### config.mk
export PLATFORM = sky130hd
export DESIGN_NAME = ipl_top
export DESIGN_NICKNAME = d
export VERILOG_FILES = /design/src/shared/ipl_pkg.sv /design/src/logic/ipl_top.sv
export SDC_FILE = /design/constraint.sdc
export NUM_CORES = 1
export LEC_CHECK = 0
export BUFFER_PORTS_ARGS = -buffer_cell sky130_fd_sc_hd__buf_2
export CAP_MARGIN = 20
export CORE_ASPECT_RATIO = 1.25
export CORE_UTILIZATION = 35
export CTS_CLUSTER_SIZE = 10
export DETAILED_ROUTE_END_ITERATION = 6
export PLACE_DENSITY_LB_ADDON = 0.08
export SYNTH_ARGS = -nofsm -noshare
export SYNTH_HDL_FRONTEND = slang
export SYNTH_SLANG_ARGS = --single-unit
### constraint.sdc
create_clock -name REF_CLK_IN -period 5.3 [get_ports REF_CLK_IN]
set_input_delay 0.265 -clock REF_CLK_IN [delete_from_list [all_inputs] [get_ports REF_CLK_IN]]
set_output_delay 0.265 -clock REF_CLK_IN [all_outputs]
set_load 0.02 [all_outputs]
### src/shared/ipl_pkg.sv
// Constants for the interrupt pin configuration and hold logic
//==============================================================
// How it works
// - Both config registers clear to zero
// - Out bit 7 enables second pin driver
// - Out bit 6 picks open drain, pin two
// - Out bit 5 sets second pin polarity
// - Out bit 4 edge or level, pin two
// - Out bit 3 enables first pin driver
// - Out bit 2 picks open drain, pin one
// - Out bit 1 sets first pin polarity
// - Out bit 0 edge or level, pin one
// - Queue tagging ignores pin polarity
// - Hold bit 5 enables second pin input
// - Hold bit 4 enables first pin input
// - Hold low nibble: none, timed, latched
// - Timed hold doubles from 312.5 us
// - Direct interrupts bypass the hold mode
package ipl_pkg;
    //==========================================================
    // Register word indices; byte address is four times these
    localparam logic [9:0] IDX_OUT_CFG   = 10'h053; // Pin drive setup
    localparam logic [9:0] IDX_HOLD_CFG  = 10'h054; // Hold and input
    localparam logic [9:0] IDX_CLEAR     = 10'h060; // Latch clear
    localparam logic [9:0] IDX_STATUS    = 10'h061; // Live state
    // Reset values
    localparam logic [7:0] OUT_CFG_RST   = 8'h00;
    localparam logic [7:0] HOLD_CFG_RST  = 8'h00;
    // Field positions in the output configuration register
    localparam int B_DRIVE = 7;
    localparam int B_OD    = 6;
    localparam int B_POL   = 5;
    localparam int B_EDGE  = 4;
    localparam int A_DRIVE = 3;
    localparam int A_OD    = 2;
    localparam int A_POL   = 1;
    localparam int A_EDGE  = 0;
    // Field positions in the hold and input register
    localparam int B_IN_EN   = 5;
    localparam int A_IN_EN   = 4;
    localparam int MODE_LSB  = 0;
    localparam logic [7:0] HOLD_WMASK = 8'h3f; // Bits 7:6 reserved
    // Hold mode codes
    localparam logic [3:0] MODE_NONE  = 4'h0;
    localparam logic [3:0] MODE_LATCH = 4'hf;
    // Clear register bit
    localparam int CLR_BIT = 0;
    // Timing
    localparam real CLK_PERIOD_NS = 25.0;
    localparam real HOLD_BASE_US  = 312.5;  // Shortest timed hold
    localparam real HOLD_MAX_S    = 2.56;   // Longest timed hold
    localparam int  HOLD_BASE_CYC =
        $rtoi(HOLD_BASE_US * 1000.0 / CLK_PERIOD_NS);
    localparam int  CNT_W = 27;             // Fits 2.56 s at 40 MHz
endpackage

### src/logic/ipl_top.sv
// Interrupt pin drive, input sensing and hold timer with APB access
`timescale 1ns/1ps
module ipl_top #(
    parameter int HOLD_BASE_CYCLES = ipl_pkg::HOLD_BASE_CYC
) (
    input  wire logic        REF_CLK_IN,
    input  wire logic        ARST_N_IN,
    input  wire logic        PSEL_IN,
    input  wire logic        PENABLE_IN,
    input  wire logic        PWRITE_IN,
    input  wire logic [11:0] PADDR_IN,
    input  wire logic [31:0] PWDATA_IN,
    input  wire logic [3:0]  PSTRB_IN,
    output logic      [31:0] PRDATA_OUT,
    output logic             PREADY_OUT,
    output logic             PSLVERR_OUT,
    input  wire logic        COND_A_IN,
    input  wire logic        COND_B_IN,
    input  wire logic        DIRECT_A_IN,
    input  wire logic        DIRECT_B_IN,
    input  wire logic        QUEUE_MARK_PIN_A_IN,
    input  wire logic        QUEUE_MARK_PIN_B_IN,
    input  wire logic        FIRST_IRQ_PIN_IN,
    output logic             FIRST_IRQ_PIN_OUT,
    output logic             FIRST_IRQ_PIN_OE_OUT,
    input  wire logic        SECOND_IRQ_PIN_IN,
    output logic             SECOND_IRQ_PIN_OUT,
    output logic             SECOND_IRQ_PIN_OE_OUT,
    output logic             POWER_TRIGGER_A_OUT,
    output logic             POWER_TRIGGER_B_OUT,
    output logic             QUEUE_TAG_A_OUT,
    output logic             QUEUE_TAG_B_OUT
);

    //==========================================================
    // State record
    localparam int CW = ipl_pkg::CNT_W;

    typedef struct packed {
        logic [7:0]          out_cfg;  // Pin drive setup
        logic [7:0]          hold_cfg; // Hold mode and input enables
        logic [1:0]          held;     // Held interrupt per pin
        logic [1:0][CW-1:0]  cnt;      // Timed hold countdown
        logic [1:0]          s1;       // Pin sync, first stage
        logic [1:0]          s2;       // Pin sync, second stage
        logic [1:0]          act_prv;  // Active level last cycle
        logic [1:0]          raw_prv;  // Raw level last cycle
        logic [1:0]          trig;     // Power trigger outputs
        logic [1:0]          tag;      // Queue tag pulses
        logic [1:0]          pin_out;  // Pin output level
        logic [1:0]          pin_oe;   // Pin output enable
        logic [31:0]         prdata;   // Read data
        logic                pready;   // Access phase answer
        logic                pslverr;  // Unmapped address
    } ipl_state_s;

    ipl_state_s r;       // Registered state
    ipl_state_s n;       // Next state
    logic [1:0] cond;    // Hold-mode interrupt conditions
    logic [1:0] direct;  // Conditions that bypass holding
    logic [1:0] qmark;   // Pin used for queue tagging
    logic [1:0] asserted;// Logical interrupt level per pin
    logic [1:0] drive;   // Driver enables
    logic [1:0] od;      // Open drain selects
    logic [1:0] pol;     // Polarity selects
    logic [1:0] edge_s;  // Edge sense selects
    logic [1:0] in_en;   // Input enables
    logic [3:0] mode;    // Hold mode code
    logic [1:0] act;     // Active input level after polarity
    logic [1:0] level;   // Line level wanted
    logic       wr;      // Write completes this edge
    logic       clr;     // Software latch clear
    logic [9:0] idx;     // Word index of the access
    logic       hit;     // Address maps to a register
    logic [CW-1:0] dur;  // Timed hold length in cycles

    //==========================================================
    // Decoding used by reads and writes alike
    function automatic logic mapped(input logic [9:0] a);
        mapped = (a == ipl_pkg::IDX_OUT_CFG) ||
                 (a == ipl_pkg::IDX_HOLD_CFG) ||
                 (a == ipl_pkg::IDX_CLEAR) ||
                 (a == ipl_pkg::IDX_STATUS);
    endfunction

    //==========================================================
    // Next-state logic
    // Reads only registered state and inputs, so every output
    // moves one edge after the registered state or input it reads directly
    always_comb begin
        n      = r;
        cond   = {COND_B_IN, COND_A_IN};
        direct = {DIRECT_B_IN, DIRECT_A_IN};
        qmark  = {QUEUE_MARK_PIN_B_IN, QUEUE_MARK_PIN_A_IN};
        drive  = {r.out_cfg[ipl_pkg::B_DRIVE], r.out_cfg[ipl_pkg::A_DRIVE]};
        od     = {r.out_cfg[ipl_pkg::B_OD], r.out_cfg[ipl_pkg::A_OD]};
        pol    = {r.out_cfg[ipl_pkg::B_POL], r.out_cfg[ipl_pkg::A_POL]};
        edge_s = {r.out_cfg[ipl_pkg::B_EDGE], r.out_cfg[ipl_pkg::A_EDGE]};
        in_en  = {r.hold_cfg[ipl_pkg::B_IN_EN],
                  r.hold_cfg[ipl_pkg::A_IN_EN]};
        mode   = r.hold_cfg[ipl_pkg::MODE_LSB +: 4];
        idx    = PADDR_IN[11:2];
        hit    = mapped(idx);
        wr     = PSEL_IN && PENABLE_IN && r.pready && PWRITE_IN &&
                 PSTRB_IN[0];
        clr    = wr && (idx == ipl_pkg::IDX_CLEAR) &&
                 PWDATA_IN[ipl_pkg::CLR_BIT];
        // Timed length doubles per code step above one
        dur    = CW'(HOLD_BASE_CYCLES) << (mode - 4'h1);
        act    = 2'b00;
        level  = 2'b00;
        asserted = 2'b00;

        // Register writes, at the completing access edge only
        // Clear and status keep nothing; a clear write only pulses clr
        if (wr && idx == ipl_pkg::IDX_OUT_CFG) begin
            n.out_cfg = PWDATA_IN[7:0];
        end else if (wr && idx == ipl_pkg::IDX_HOLD_CFG) begin
            n.hold_cfg = PWDATA_IN[7:0] & ipl_pkg::HOLD_WMASK;
        end

        // Ready one cycle after setup, so the access phase ends at once
        // Read data is staged at setup and stands through the access
        // An unmapped word answers with an error and reads zero
        n.pready  = PSEL_IN && !PENABLE_IN;
        n.pslverr = PSEL_IN && !PENABLE_IN && !hit;
        n.prdata  = 32'h0000_0000;
        if (PSEL_IN && !PENABLE_IN && !PWRITE_IN) begin
            if (idx == ipl_pkg::IDX_OUT_CFG) begin
                n.prdata[7:0] = r.out_cfg;
            end else if (idx == ipl_pkg::IDX_HOLD_CFG) begin
                n.prdata[7:0] = r.hold_cfg;
            end else if (idx == ipl_pkg::IDX_STATUS) begin
                n.prdata[7:0] = {2'b00, r.s2, r.pin_out, r.held};
            end
        end

        // Two stage synchroniser for the pin inputs
        // Only the second stage reads the first
        n.s1 = {SECOND_IRQ_PIN_IN, FIRST_IRQ_PIN_IN};
        n.s2 = r.s1;

        for (int k = 0; k < 2; k++) begin
            // Hold engine per pin
            // Timed hold counts from the last cycle the condition is seen
            // A clear also cancels a running timed hold
            if (mode == ipl_pkg::MODE_NONE) begin
                n.held[k] = cond[k];
                n.cnt[k]  = '0;
            end else if (mode == ipl_pkg::MODE_LATCH) begin
                // New condition beats a clear in the same cycle
                n.held[k] = cond[k] || (r.held[k] && !clr);
                n.cnt[k]  = '0;
            end else begin
                if (cond[k]) begin
                    n.cnt[k] = dur;
                end else if (clr) begin
                    n.cnt[k] = '0;
                end else if (r.cnt[k] != '0) begin
                    n.cnt[k] = r.cnt[k] - CW'(1);
                end
                n.held[k] = cond[k] || (n.cnt[k] != '0);
            end
            // Direct conditions skip the hold engine
            asserted[k] = r.held[k] || direct[k];

            // Output stage: polarity, then drive style
            // Open drain only pulls low; the far pull-up gives the high
            level[k] = pol[k] ? asserted[k] : !asserted[k];
            if (!drive[k]) begin
                n.pin_oe[k]  = 1'b0;
                n.pin_out[k] = 1'b0;
            end else if (od[k]) begin
                n.pin_oe[k]  = !level[k];
                n.pin_out[k] = 1'b0;
            end else begin
                n.pin_oe[k]  = 1'b1;
                n.pin_out[k] = level[k];
            end

            // Input path: polarity, then edge or level sensing
            // Edge sensing compares with last cycle's active level
            act[k]      = pol[k] ? r.s2[k] : !r.s2[k];
            n.act_prv[k] = act[k];
            n.raw_prv[k] = r.s2[k];
            if (!in_en[k]) begin
                n.trig[k] = 1'b0;
            end else if (edge_s[k]) begin
                n.trig[k] = act[k] && !r.act_prv[k];
            end else begin
                n.trig[k] = act[k];
            end
            // Tagging sees the raw rising edge, polarity unused
            n.tag[k] = in_en[k] && qmark[k] &&
                       r.s2[k] && !r.raw_prv[k];
        end
    end

    //==========================================================
    // State register
    always_ff @(posedge REF_CLK_IN or negedge ARST_N_IN) begin
        if (!ARST_N_IN) begin
            r          <= '0;
            r.out_cfg  <= ipl_pkg::OUT_CFG_RST;
            r.hold_cfg <= ipl_pkg::HOLD_CFG_RST;
            // Pins rest high at the pull-ups, so start there too:
            // no false raw edge once the input path is enabled
            r.s1       <= 2'h3;
            r.s2       <= 2'h3;
            r.raw_prv  <= 2'h3;
        end else begin
            r <= n;
        end
    end

    //==========================================================
    // Output wiring, all straight from flip-flops
    assign PRDATA_OUT            = r.prdata;
    assign PREADY_OUT            = r.pready;
    assign PSLVERR_OUT           = r.pslverr;
    assign FIRST_IRQ_PIN_OUT     = r.pin_out[0];
    assign FIRST_IRQ_PIN_OE_OUT  = r.pin_oe[0];
    assign SECOND_IRQ_PIN_OUT    = r.pin_out[1];
    assign SECOND_IRQ_PIN_OE_OUT = r.pin_oe[1];
    assign POWER_TRIGGER_A_OUT   = r.trig[0];
    assign POWER_TRIGGER_B_OUT   = r.trig[1];
    assign QUEUE_TAG_A_OUT       = r.tag[0];
    assign QUEUE_TAG_B_OUT       = r.tag[1];

    //==========================================================
    // Checks
    // Most look one edge after the setting; reset_clear_a and direct_pass_a check the same edge
    reset_clear_a: assert property (
        @(posedge REF_CLK_IN) disable iff (!ARST_N_IN)
        $rose(ARST_N_IN) |-> (r.out_cfg == 8'h00 && r.hold_cfg == 8'h00))
        else $error("Config not zero after reset");

    pin_b_off_a: assert property (
        @(posedge REF_CLK_IN) disable iff (!ARST_N_IN)
        !r.out_cfg[ipl_pkg::B_DRIVE] |=> !SECOND_IRQ_PIN_OE_OUT)
        else $error("Second pin driven while disabled");

    pin_b_pushpull_a: assert property (
        @(posedge REF_CLK_IN) disable iff (!ARST_N_IN)
        (r.out_cfg[ipl_pkg::B_DRIVE] && !r.out_cfg[ipl_pkg::B_OD])
        |=> SECOND_IRQ_PIN_OE_OUT)
        else $error("Second pin push-pull not driving");

    pin_b_polarity_a: assert property (
        @(posedge REF_CLK_IN) disable iff (!ARST_N_IN)
        (r.out_cfg[ipl_pkg::B_DRIVE] && !r.out_cfg[ipl_pkg::B_OD] &&
         r.out_cfg[ipl_pkg::B_POL])
        |=> (SECOND_IRQ_PIN_OUT == $past(asserted[1])))
        else $error("Second pin active-high level wrong");

    pin_a_off_a: assert property (
        @(posedge REF_CLK_IN) disable iff (!ARST_N_IN)
        !r.out_cfg[ipl_pkg::A_DRIVE] |=> !FIRST_IRQ_PIN_OE_OUT)
        else $error("First pin driven while disabled");

    pin_a_opendrain_a: assert property (
        @(posedge REF_CLK_IN) disable iff (!ARST_N_IN)
        (r.out_cfg[ipl_pkg::A_DRIVE] && r.out_cfg[ipl_pkg::A_OD])
        |=> (!FIRST_IRQ_PIN_OUT &&
             FIRST_IRQ_PIN_OE_OUT == !$past(level[0])))
        else $error("First pin open drain wrong");

    pin_a_lowactive_a: assert property (
        @(posedge REF_CLK_IN) disable iff (!ARST_N_IN)
        (r.out_cfg[ipl_pkg::A_DRIVE] && !r.out_cfg[ipl_pkg::A_OD] &&
         !r.out_cfg[ipl_pkg::A_POL])
        |=> (FIRST_IRQ_PIN_OUT == !$past(asserted[0])))
        else $error("First pin active-low level wrong");

    edge_single_a: assert property (
        @(posedge REF_CLK_IN) disable iff (!ARST_N_IN)
        (r.out_cfg[ipl_pkg::A_EDGE] && $past(r.out_cfg[ipl_pkg::A_EDGE])
         && POWER_TRIGGER_A_OUT) |=> !POWER_TRIGGER_A_OUT)
        else $error("Edge trigger longer than one cycle");

    input_b_gate_a: assert property (
        @(posedge REF_CLK_IN) disable iff (!ARST_N_IN)
        !r.hold_cfg[ipl_pkg::B_IN_EN] |=> !POWER_TRIGGER_B_OUT)
        else $error("Second pin input not gated");

    input_a_gate_a: assert property (
        @(posedge REF_CLK_IN) disable iff (!ARST_N_IN)
        !r.hold_cfg[ipl_pkg::A_IN_EN] |=> !POWER_TRIGGER_A_OUT)
        else $error("First pin input not gated");

    follow_mode_a: assert property (
        @(posedge REF_CLK_IN) disable iff (!ARST_N_IN)
        (mode == ipl_pkg::MODE_NONE) |=> (r.held[0] == $past(COND_A_IN)))
        else $error("Non-latched hold does not follow");

    timed_load_a: assert property (
        @(posedge REF_CLK_IN) disable iff (!ARST_N_IN)
        (mode == 4'h2 && COND_A_IN)
        |=> (r.cnt[0] == CW'(2 * HOLD_BASE_CYCLES) && r.held[0]))
        else $error("Timed hold length wrong");

    timed_expire_a: assert property (
        @(posedge REF_CLK_IN) disable iff (!ARST_N_IN)
        (mode != ipl_pkg::MODE_NONE && mode != ipl_pkg::MODE_LATCH &&
         r.cnt[0] == CW'(1) && !COND_A_IN) |=> !r.held[0])
        else $error("Timed hold outlasts its length");

    direct_pass_a: assert property (
        @(posedge REF_CLK_IN) disable iff (!ARST_N_IN)
        DIRECT_A_IN |-> asserted[0])
        else $error("Direct interrupt blocked");

    latch_keep_a: assert property (
        @(posedge REF_CLK_IN) disable iff (!ARST_N_IN)
        (mode == ipl_pkg::MODE_LATCH && r.held[1] && !clr) |=> r.held[1])
        else $error("Latched interrupt dropped");

    pin_b_opendrain_a: assert property (
        @(posedge REF_CLK_IN) disable iff (!ARST_N_IN)
        (r.out_cfg[ipl_pkg::B_DRIVE] && r.out_cfg[ipl_pkg::B_OD])
        |=> (!SECOND_IRQ_PIN_OUT &&
             SECOND_IRQ_PIN_OE_OUT == !$past(level[1])))
        else $error("Second pin open drain wrong");

    pin_b_lowactive_a: assert property (
        @(posedge REF_CLK_IN) disable iff (!ARST_N_IN)
        (r.out_cfg[ipl_pkg::B_DRIVE] && !r.out_cfg[ipl_pkg::B_OD] &&
         !r.out_cfg[ipl_pkg::B_POL])
        |=> (SECOND_IRQ_PIN_OUT == !$past(asserted[1])))
        else $error("Second pin active-low level wrong");

    pin_a_pushpull_a: assert property (
        @(posedge REF_CLK_IN) disable iff (!ARST_N_IN)
        (r.out_cfg[ipl_pkg::A_DRIVE] && !r.out_cfg[ipl_pkg::A_OD])
        |=> FIRST_IRQ_PIN_OE_OUT)
        else $error("First pin push-pull not driving");

    pin_a_highactive_a: assert property (
        @(posedge REF_CLK_IN) disable iff (!ARST_N_IN)
        (r.out_cfg[ipl_pkg::A_DRIVE] && !r.out_cfg[ipl_pkg::A_OD] &&
         r.out_cfg[ipl_pkg::A_POL])
        |=> (FIRST_IRQ_PIN_OUT == $past(asserted[0])))
        else $error("First pin active-high level wrong");

    tag_pulse_a: assert property (
        @(posedge REF_CLK_IN) disable iff (!ARST_N_IN)
        QUEUE_TAG_A_OUT |=> !QUEUE_TAG_A_OUT)
        else $error("Queue tag longer than one cycle");

endmodule

; Word-level counts from Yosys, hierarchy flattened
; Cells that the tools add are included.
[word_totals]
wordCells = 114
ram_bits = 0
inputBits = 61
register_bits = 96
romBits = 0
latchBits = 0
memories = 0
[classes]
multipliers = 0
bitwise = 1
n_eq_ne = 5
n_lt_le_gt_ge = 0
reduce_logical = 50
mux = 38
n_div = 0
shift = 1
add_sub_neg = 3
[op_table]
columns = cell, n
row1 = 27-bit two-way mux, 14
row2 = 27-bit nonzero test, 4
row3 = "27-bit by 1-bit subtractor with 27-bit output, second input constant", 2
row4 = "10-bit by 7-bit equality test with 1-bit output, second input constant", 4
row5 = "14-bit by 4-bit left shift with 27-bit output, first input constant", 1
row6 = 1-bit logical AND, 21
row7 = 1-bit two-way mux, 20
row8 = 8-bit two-way mux, 2
row9 = 1-bit logical NOT, 14
row10 = 6-bit two-way mux, 2
row11 = 1-bit logical OR, 9
row12 = "4-bit equality test, second input constant", 1
row13 = 4-bit logical NOT, 1
row14 = "4-bit by 1-bit subtractor with 4-bit output, second input constant", 1
row15 = 2-bit AND reduction, 1
row16 = 1-bit inverter, 1

; Logic depth before layout (Yosys ltp)
; Gate-level depths: netlist (run 1).
[logic_depth]
word_depth = 14
depth_mapped = 14
ltp_nobuf = 11

; Least setup slack after synthesis (run 1)
; No wires, ideal clock.
[synth_path]
path_type = register to register
startpoint = register r (netlist bit mode[0])
endpoint = register r[104] in the netlist's numbering
n_path_buf = 3
stages_incl_launch_ff = 15
slack_ps = 1493
required_ps = 5171
period_less_slack_ps = 3807
arrival_ps = 3677
setup_time_ps = 129
path_cell_list = dfrtp_1 clkbuf_1 inv_1 ha_1 clkbuf_1 xor2_1 inv_1 clkbuf_1 ha_1 mux2_2 nand2_1 and3_1 o221ai_1 or4_1 o41a_1
[synth_lines]
columns = item, line
row1 = "start, declared", ipl_top.sv:57  ; ipl_state_s r;
row2 = "start signal, assigned", ipl_top.sv:212  ; r <= n;

==> flow_metrics.py, run 1 <==
metrics = {
    "placed_design": {
        "place_congestion": 0.8839,
        "post_dp_cell_area_um2": 6484,
        "numPortBuffers": 49,
        "dp_cells": 931,
        "dp_hpwl_mm": 14.01,
    },
    "drt": {
        "first_pass_iters": 5,
        "drt_iter0_markers": 415,
        "drtAntennaViolNets": 0,
        "wl_mm": 18.85,
        "wire_per_inst_um": 19.82,
        "vias": 5501,
        "drc": 0,
        "viasPerCell": 5.784,
    },
    "critical_path": {
        "crit_top_cell": "inv_1",
        "critPathRequiredTime_ns": 5.54,
        "cp_data_arrival_time_ns": 4.47,
        "setup.worst_path.class": "reg2reg",
        "path_delay_family": "compound AO/OA/AOI/OAI gates",
        "worstPathCellList": "inv_1 > ha_1 > xor2_1 > buf_4 > inv_1 > mux2i_1 > and2_1 > a2111oi_0 > nand4_1 > o41a_1",
        "crit_fanout": 16,
        "cp-end-kind": "register",
        "cpPeakStageDelay_ns": 0.82,
        "cp.buffers_inverters": 3,
        "worst_setup_path_start_kind": "register",
        "slowest_stage": "a2111oi_0",
    },
    "pwr": {
        "p_per_area_nw_per_um2": 296.6,
        "p_leak_nw": 3.044,
        "ir_drop_mv": 0.1604,
        "p_total_mw": 2.025,
    },
    "cells_and_area": {
        "final_core_util_pct": 40.06,
        "final_common_cell": "nor2_1",
        "diodes": 0,
        "area_growth_pct": 10.71,
        "num-nets-final": 799,
        "drive_gt1_share_pct": 14.77,
        "final_cell_mix": "nor2_1, dfrtp_1, buf_2",
        "instances_no_fill": 951,
        "fin_area_um2": 6828,
    },
    "die": {
        "io_pins": 103,
        "die-width_um": 120.7,
        "fp.coreArea_um2": 17040,
        "start_util_pct": 36.19,
        "die_h_um": 150.4,
        "row_count": 53,
        "dieArea_um2": 18160,
    },
    "clocking": {
        "cts_tree": "yes",
        "clk_pin_slew_ns": 0.08,
        "h-tree-depth": 3,
        "worstSkewPairLatency_ns": 0.37,
        "cts-root-buf": "clkbuf_16",
        "cts.sinks": 96,
        "cts_buffer_depth": 2,
        "numCtsBuffers": 9,
        "cts_setup_buffers": 0,
    },
    "yosys": {
        "synth-seq-cells": 96,
        "synth_edf_count": 0,
        "async_flop_share_pct": 100.0,
        "syn_inst": 699,
        "netlist_area_um2": 6167,
        "synthDistinctLibCells": 74,
        "synth_top_area_cell": "dfrtp_1",
        "yosysSeqAreaShare_pct": 39.07,
        "ys.flop_type": "dfrtp_1",
        "synth_area_leaders": "dfrtp_1, nor2_1, buf_4, xnor2_1, nand2_1",
        "yosys_warnings": 0,
        "yosysTopAreaCellShare_pct": 36.52,
        "syn_avg_cell_area_um2": 8.823,
    },
    "timing": {
        "setup_viol": 0,
        "rsz0062_at_grt": "no",
        "hold_violations": 0,
        "period_share_pct": 79.73,
        "finalCriticalPeriod_ns": 4.226,
        "fin_skew_ns": 0.01088,
        "max_freq_ghz": 0.2366,
        "slew_violations": 0,
        "slew_headroom_pct": 36.60,
        "tns_ns": 0,
        "worst_pin_slew_ns": 0.9270,
    },
    "run": {
        "maxCapViolCount": 0,
    },
    "outcome": {
        "outcome": "complete, no violations",
    },
    "hold_path": {
        "worstHoldPathType": "in2reg",
    },
    "global_route": {
        "grt.overflow.total": 0,
        "grt_pass1_wl_mm": 29.97,
        "antenna_found_initial": 0,
        "grt_max_degree": 57,
        "grtUsageTotal_pct": 21.82,
        "grt_pass1_vias": 5386,
    },
}
## registers in the layout (all words and copies together), names as in the netlist, 2 cells and up
signal and cells:
PRDATA_OUT 8, mode 4, edge_s 2, pol 2, n 4, drive 2, in_en 2, od 2
r 60
## path summary, 6_finish.rpt
kind                               end  cells past startpoint  slack, ns    startpoint
worst min-delay path             od[1]                      2       0.13  PWDATA_IN[6]
min in group asynchronous        r[56]                      2       0.42     ARST_N_IN
worst max-delay path            r[104]                     10       1.07       mode[1]
worst max register to register  r[104]                     10       1.07       mode[1]
max in group asynchronous        r[92]                      3       3.75     ARST_N_IN
worst min register to register   n[43]                      0       0.36         n[47]
## final cells by class
cell class,count,area [um^2]
Clock inverter,7,83.83
Fill cell,1750,10210
Tap cell,220,275.3
Clock buffer,9,225.2
Inverter,24,90.09
Sequential cell,96,2410
Multi-Input combinational cell,534,3388
Timing Repair Buffer,61,355.3
## power by group
part | switching [mW] | internal, mW
Clock | 0.338 | 0.338
Combinational | 0.310 | 0.175
Sequential | 0.0735 | 0.790
Total | 0.722 | 1.30
## synth_stat cells, types with 8 or more instances
master and instances:
a21oi_1 21, a22oi_1 8, a31oi_1 10, and3_1 14, buf_4 32, clkbuf_1 32, dfrtp_1 90, ha_1 12
inv_1 24, mux2_2 12, mux2i_1 10, nand2_1 43, nand3_1 21, nand4_1 10, nor2_1 95, nor2b_1 12
nor3_1 21, nor4_1 25, o21ai_0 25, or3_1 9, or4_1 16, xnor2_1 23, xor2_1 13
## logic make-up (layout without fill, tap and decap cells)
logic type | Yosys count | count (layout) | share of synthesized area [%]
AOI/OAI and AO/OA | 131 | 131 | 15.05
DFF | 96 | 96 | 39.07
other | 1 | 24 | 0.06081
adders and majority gates | 12 | 12 | 2.435
muxes | 22 | 22 | 3.814
xor gates and xnor gates | 36 | 36 | 5.113
buffers and inverters | 92 | 101 | 7.588
and+or+nand+nor | 309 | 309 | 26.86
## what timing repair did
item	CTS	global route
hold buffers	3	0
setup endpoints to repair	0	0
gates resized for setup	0	0
endpoints found under the hold margin	42	0
## routing by layer
metal	track usage [%]	part of all wire [%]
met5	0	0
met2	36.01	49
met4	9.753	3.4
met1	28.11	44
met3	3.485	3.9
## worst register-to-register path: stages (launching register included)
cell       delay, ns
dfrtp_1         0.72
inv_1           0.32
ha_1            0.38
xor2_1          0.18
buf_4           0.20
inv_1           0.31
mux2i_1         0.25
and2_1          0.24
a2111oi_0       0.82
nand4_1         0.23
o41a_1          0.46
## per-stage QoR
step	worst slack (ns)	hold WS [ns]
3_3_place_gp	1.235	0.2962
3_5_place_dp	1.234	0.2983
5_1_grt	1.021	0.1252
2_1_floorplan	1.493	-0.03059
4_1_cts	1.203	0.1260
6_report	1.074	0.1306
No activity file was read; power rests on OpenSTA's default activity.
==> run 2, diff against run 1 <==
--- a/config.mk
+++ b/config.mk
@@ -5,6 +5,7 @@
 export SDC_FILE = /design/constraint.sdc
 export NUM_CORES = 1
 export LEC_CHECK = 0
+export ABC_AREA = 1
 export BUFFER_PORTS_ARGS = -buffer_cell sky130_fd_sc_hd__buf_2
 export CAP_MARGIN = 20
 export CORE_ASPECT_RATIO = 1.25
==> constraint.sdc (replaced) <==
create_clock -name REF_CLK_IN -period 3.49 [get_ports REF_CLK_IN]
set_input_delay 0.1745 -clock REF_CLK_IN [delete_from_list [all_inputs] [get_ports REF_CLK_IN]]
set_output_delay 0.1745 -clock REF_CLK_IN [all_outputs]
set_load 0.02 [all_outputs]
==> flow_metrics.py, run 2 <==
metrics = {
    "outcome": {
        "outcome": "complete, no violations",
    },
    "pwr": {
        "p_switching_mw": 0.6109,
        "power_frac_clock_pct": 45.9,
        "internal_power_mw": 1.806,
        "p_seq_share_pct": 46.7,
        "ir_drop_mv": 0.1940,
        "swShare_pct": 25.27,
        "p_per_area_nw_per_um2": 313.1,
        "p_total_mw": 2.417,
        "p_leak_nw": 4.285,
        "pwr-share-comb_pct": 7.4,
    },
    "drt": {
        "vias": 6455,
        "drtAntennaViolNets": 0,
        "wl_mm": 21.38,
        "first_pass_iters": 6,
        "viasPerCell": 4.828,
        "drc": 0,
        "drt_iter0_markers": 391,
        "wire_per_inst_um": 15.99,
    },
    "global_route": {
        "grt_pass1_wl_mm": 34.31,
        "grt_max_degree": 67,
        "grt.overflow.total": 0,
        "grt_pass1_vias": 6373,
        "antenna_found_initial": 0,
        "grtUsageTotal_pct": 21.81,
    },
    "yosys": {
        "yosysTopAreaCellShare_pct": 32.12,
        "synthDistinctLibCells": 46,
        "async_flop_share_pct": 100.0,
        "synth_top_area_cell": "dfrtp_1",
        "synth_edf_count": 0,
        "yosysSeqAreaShare_pct": 34.37,
        "syn_avg_cell_area_um2": 6.814,
        "synth_area_leaders": "dfrtp_1, nand2_1, nor2_1, nand3_1, inv_1",
        "netlist_area_um2": 7012,
        "ys.flop_type": "dfrtp_1",
        "syn_inst": 1029,
        "yosys_warnings": 0,
        "synth-seq-cells": 96,
        "synth_common_cells": "nand2_1, nor2_1, inv_1",
        "yosysMostFrequentCell": "nand2_1",
    },
    "critical_path": {
        "cp-end-kind": "register",
        "cp.buffers_inverters": 3,
        "cp_data_arrival_time_ns": 3.13,
        "crit_top_cell": "nand2_1",
        "setup.worst_path.class": "reg2reg",
        "worstPathCellList": "inv_1 > ha_1 > inv_1 > nand2_1 > nand2_1 > inv_2 > ha_1 > o21ai_1 > or2_1 > nand2_1 > nor2_1 > nand2_1 > nor2_1 > nand3_1 > o21bai_1 > nand2_1",
        "crit_fanout": 11,
        "critPathRequiredTime_ns": 3.71,
        "slowest_stage": "dfrtp_1",
        "path_delay_family": "simple AND/OR/NAND/NOR gates",
        "cpPeakStageDelay_ns": 0.48,
        "worst_setup_path_start_kind": "register",
    },
    "cells_and_area": {
        "largest-register": "r",
        "num-nets-final": 1140,
        "final_cell_mix": "nand2_1, nor2_1, inv_1",
        "diodes": 0,
        "instances_no_fill": 1337,
        "largest_reg_flops": 60,
        "drive_gt1_share_pct": 14.27,
        "final_common_cell": "nand2_1",
        "area_growth_pct": 10.12,
    },
    "clocking": {
        "cts_buffer_depth": 2,
        "cts-root-buf": "clkbuf_16",
        "cts_setup_buffers": 0,
        "clk_pin_slew_ns": 0.07,
        "cts_tree": "yes",
        "cts.sinks": 96,
        "numCtsBuffers": 9,
        "worstSkewPairLatency_ns": 0.35,
        "holdBufCountCts": 5,
        "post_cts_resized": 0,
        "h-tree-depth": 3,
    },
    "die": {
        "fp.coreArea_um2": 19540,
        "die-width_um": 128.6,
        "die_h_um": 160.2,
        "start_util_pct": 35.88,
        "io_pins": 103,
        "row_count": 57,
        "dieArea_um2": 20610,
    },
    "timing": {
        "max_freq_ghz": 0.3445,
        "slew_headroom_pct": 37.82,
        "setup_viol": 0,
        "rsz0062_at_grt": "no",
        "period_share_pct": 83.17,
        "hold_violations": 0,
        "worst_pin_slew_ns": 0.9326,
        "slew_violations": 0,
        "finalCriticalPeriod_ns": 2.903,
        "fin_skew_ns": 0.006071,
        "tns_ns": 0,
    },
    "placed_design": {
        "dp_hpwl_mm": 16.74,
        "numPortBuffers": 49,
        "dp_cells": 1316,
        "place_congestion": 0.8557,
    },
    "run": {
        "maxCapViolCount": 0,
    },
    "hold_path": {
        "worstHoldPathType": "in2reg",
    },
}
[run 2: final timing paths]
path                                start    endpoint  slack (ns)  cells past startpoint
worst max-delay path              mode[1]      r[104]        0.59                     16
worst max register to register    mode[1]      r[104]        0.59                     16
worst min register to register      n[47]       n[43]        0.36                      0
min in group asynchronous       ARST_N_IN       r[76]        0.49                      2
max in group asynchronous       ARST_N_IN       r[43]        2.14                      3
worst min-delay path              PSEL_IN  PREADY_OUT        0.05                      3
[run 2: worst register-to-register path, delay by kind of cell (launching register included)]
| kind | cells | cell delay [ns] |
|---|---|---|
| AND/OR/NAND/NOR | 9 | 1.13 |
| flip-flops | 1 | 0.48 |
| adder cells (fa/ha/maj) | 2 | 0.48 |
| buffers and inverters | 3 | 0.36 |
| AO/OA/AOI/OAI | 2 | 0.34 |
[run 2: power by group through the flow]
stage,clock network [mW],registers [mW],logic (mW)
after global routing,1.17,1.13,0.200
after detailed placement,0,1.15,0.176
after CTS,1.14,1.13,0.181
after global placement,0,1.15,0.177
after floorplan,0,1.15,0.122
final,1.11,1.13,0.179
[run 2: cells by family after synthesis]
kind of cell / share of synthesized area (%)
muxes: 0.1606
AOI/OAI and AO/OA: 8.191
buffers and inverters: 11.72
adders and majority gates: 2.141
and+or+nand+nor: 40.36
DFF: 34.37
other: 0.05348
xor gates and xnor gates: 2.998
[run 2: metal layers]
layer	up-vias	track usage (%)	wire [um]	part of all wire [%]
met1	3011	27.80	9514	45
met5	-	0	0	0
met4	0	7.807	497	2.3
li1	3287	-	-	-
met2	127	37.86	10870	51
met3	30	2.144	491	2.3
[run 2: final cells by class]
cell class,instances,area [um^2]
Sequential cell,96,2410
Tap cell,265,331.6
Clock buffer,9,225.2
Inverter,115,434.2
Multi-Input combinational cell,784,3869
Timing Repair Buffer,61,350.3
Fill cell,2194,11820
Clock inverter,7,101.3
[run 2: through the flow]
stage / hold WS, ns / setup WS [ns] / instance area [um^2] / utilization (%)
after floorplan: -0.1211 / 1.356 / 7098 / -
after global routing: 0.04388 / 0.2881 / 7721 / 39.51
after global placement: 0.2810 / 0.5629 / 7345 / 37.58
after CTS: 0.03955 / 0.5303 / 7721 / 39.51
final: 0.04811 / 0.5874 / 7721 / 39.51
after detailed placement: 0.2813 / 0.5441 / 7345 / 37.58
==> run 3, diff against run 2 <==
==> constraint.sdc (replaced) <==
create_clock -name REF_CLK_IN -period 3 [get_ports REF_CLK_IN]
set_input_delay 0.15 -clock REF_CLK_IN [delete_from_list [all_inputs] [get_ports REF_CLK_IN]]
set_output_delay 0.15 -clock REF_CLK_IN [all_outputs]
set_load 0.02 [all_outputs]
==> flow_metrics.py, run 3 (synthesized netlist as in run 2, its figures left out) <==
metrics = {
    "outcome": {
        "outcome": "complete, no violations",
    },
    "timing": {
        "setup_viol": 0,
        "slew_violations": 0,
        "max_freq_ghz": 0.3850,
        "fin_skew_ns": 0.007637,
        "tns_ns": 0,
        "slew_headroom_pct": 57.21,
        "hold_violations": 0,
        "whs_ns": 0.02626,
        "period_share_pct": 86.59,
        "rsz0062_at_grt": "no",
        "worst_pin_slew_ns": 0.6395,
        "finalCriticalPeriod_ns": 2.598,
    },
    "drt": {
        "wire_per_inst_um": 15.78,
        "drc": 0,
        "viasPerCell": 4.728,
        "drt_iter0_markers": 425,
        "first_pass_iters": 5,
        "wl_mm": 21.19,
        "drtAntennaViolNets": 0,
        "vias": 6350,
    },
    "critical_path": {
        "crit_fanout": 10,
        "cpPeakStageDelay_ns": 0.43,
        "crit_cells": 15,
        "r2r-start": "mode[0]",
        "rrSetupSlack_ns": 0.40,
        "worstPathCellList": "inv_2 > ha_1 > nand2_1 > nand2_1 > inv_2 > ha_1 > inv_1 > o21ai_1 > nand2_1 > nand2_1 > nand3_1 > nor2_1 > nand3_1 > o21bai_1 > nand2_1",
        "cp-end-kind": "register",
        "crit_start": "mode[0]",
        "cp.buffers_inverters": 3,
        "critPathRequiredTime_ns": 3.23,
        "worstRegToRegCells": 15,
        "path_delay_family": "simple AND/OR/NAND/NOR gates",
        "worst_setup_path_start_kind": "register",
        "setup.worst_path.class": "reg2reg",
        "crit_end": "r[104]",
        "r2r_end": "r[104]",
        "cp_data_arrival_time_ns": 2.82,
        "crit_top_cell": "nand2_1",
        "slowest_stage": "dfrtp_1",
    },
    "cells_and_area": {
        "drive_gt1_share_pct": 14.66,
        "final_cell_mix": "nand2_1, nor2_1, inv_1",
        "largest_reg_flops": 60,
        "multi_input_area_um2": 3869,
        "final_common_cell": "nand2_1",
        "num-nets-final": 1147,
        "instances_no_fill": 1343,
        "final_core_util_pct": 39.77,
        "fill_cells": 2193,
        "diodes": 0,
        "area_growth_pct": 10.83,
        "largest-register": "r",
        "regArea_um2": 2410,
    },
    "die": {
        "die_h_um": 160.2,
        "die-width_um": 128.6,
        "io_pins": 103,
        "row_count": 57,
        "dieArea_um2": 20610,
        "fp.coreArea_um2": 19540,
        "start_util_pct": 35.88,
    },
    "placed_design": {
        "numPortBuffers": 49,
        "place_congestion": 0.8279,
        "dp_hpwl_mm": 16.55,
        "dp_cells": 1323,
    },
    "run": {
        "maxCapViolCount": 0,
    },
    "global_route": {
        "grt_pass1_wl_mm": 34.25,
        "grt.overflow.total": 0,
        "grt_pass1_vias": 6276,
        "grt_max_degree": 97,
        "antenna_found_initial": 0,
        "grtUsageTotal_pct": 21.82,
    },
    "clocking": {
        "h-tree-depth": 3,
        "post_cts_resized": 0,
        "numCtsBuffers": 9,
        "cts_setup_buffers": 0,
        "cts_tree": "yes",
        "worstSkewPairLatency_ns": 0.36,
        "clk_pin_slew_ns": 0.07,
        "cts.sinks": 96,
        "cts-root-buf": "clkbuf_16",
        "cts_buffer_depth": 2,
    },
    "pwr": {
        "ir_drop_mv": 0.2417,
        "p_total_mw": 2.769,
        "p_leak_nw": 4.312,
        "p_per_area_nw_per_um2": 356.4,
    },
    "hold_path": {
        "worstHoldPathType": "in2reg",
    },
}
-- run 3: cell count changes in the layout (fill, tap and decap cells not counted), sizes merged --
| cell | before | now |
|---|---|---|
| inv | 114 | 111 |
| clkbuf | 9 | 10 |
| buf | 56 | 63 |
| clkinvlp | 2 | 3 |
-- run 3: routing by layer --
metal  share of wire [%]  vias up  global-route usage, %
met5                   0        -                      0
met4                 2.8        0                  8.877
met3                 2.4       29                  1.977
met2                  50      112                  37.32
met1                  45     2912                  27.99
li1                    -     3297                      -
-- run 3: per-stage QoR --
step	area [um^2]	worst slack, ns
6_report	7771	0.4024
2_1_floorplan	7098	0.8659
3_3_place_gp	7410	0.4211
4_1_cts	7771	0.3950
5_1_grt	7771	0.1236
3_5_place_dp	7410	0.3950
-- run 3: worst min-delay path, delay by kind of cell --
| kind | cells | cell delay [ns] |
|---|---|---|
| buf+inv | 2 | 0.15 |
| simple gates | 1 | 0.04 |
-- run 3: worst min path at each step --
| stage | startpoint | to | slack (ns) | cells past startpoint |
|---|---|---|---|---|
| after floorplan | ARST_N_IN | FIRST_IRQ_PIN_OE_OUT | -0.15 | 0 |
| final | PSEL_IN | PREADY_OUT | 0.03 | 3 |
| after global placement | FIRST_IRQ_PIN_IN | n[46] | 0.26 | 1 |
| after detailed placement | ARST_N_IN | r[73] | 0.26 | 2 |
| after CTS | PSEL_IN | PREADY_OUT | 0.01 | 3 |
| after global routing | QUEUE_MARK_PIN_A_IN | QUEUE_TAG_A_OUT | 0.02 | 3 |
-- run 3: cell type report --
class / count / share of cell area, %
multi-input combinational: 784 / 49.78
sequential: 96 / 31.01
inverter: 115 / 5.587
timing repair buffer: 68 / 5.345
tap: 265 / 4.267
clock buffer: 10 / 2.946
clock inverter: 5 / 1.063
-- run 3: repair_timing --
item,CTS,global route
hold buffers,5,0
hold endpoints to repair,94,0
setup endpoints to repair,0,0
-- run 3: power breakdown --
group          internal, mW  switching, mW
Clock                 0.727          0.521
Sequential             1.31        0.00647
Combinational        0.0565          0.152
Total                  2.09          0.680
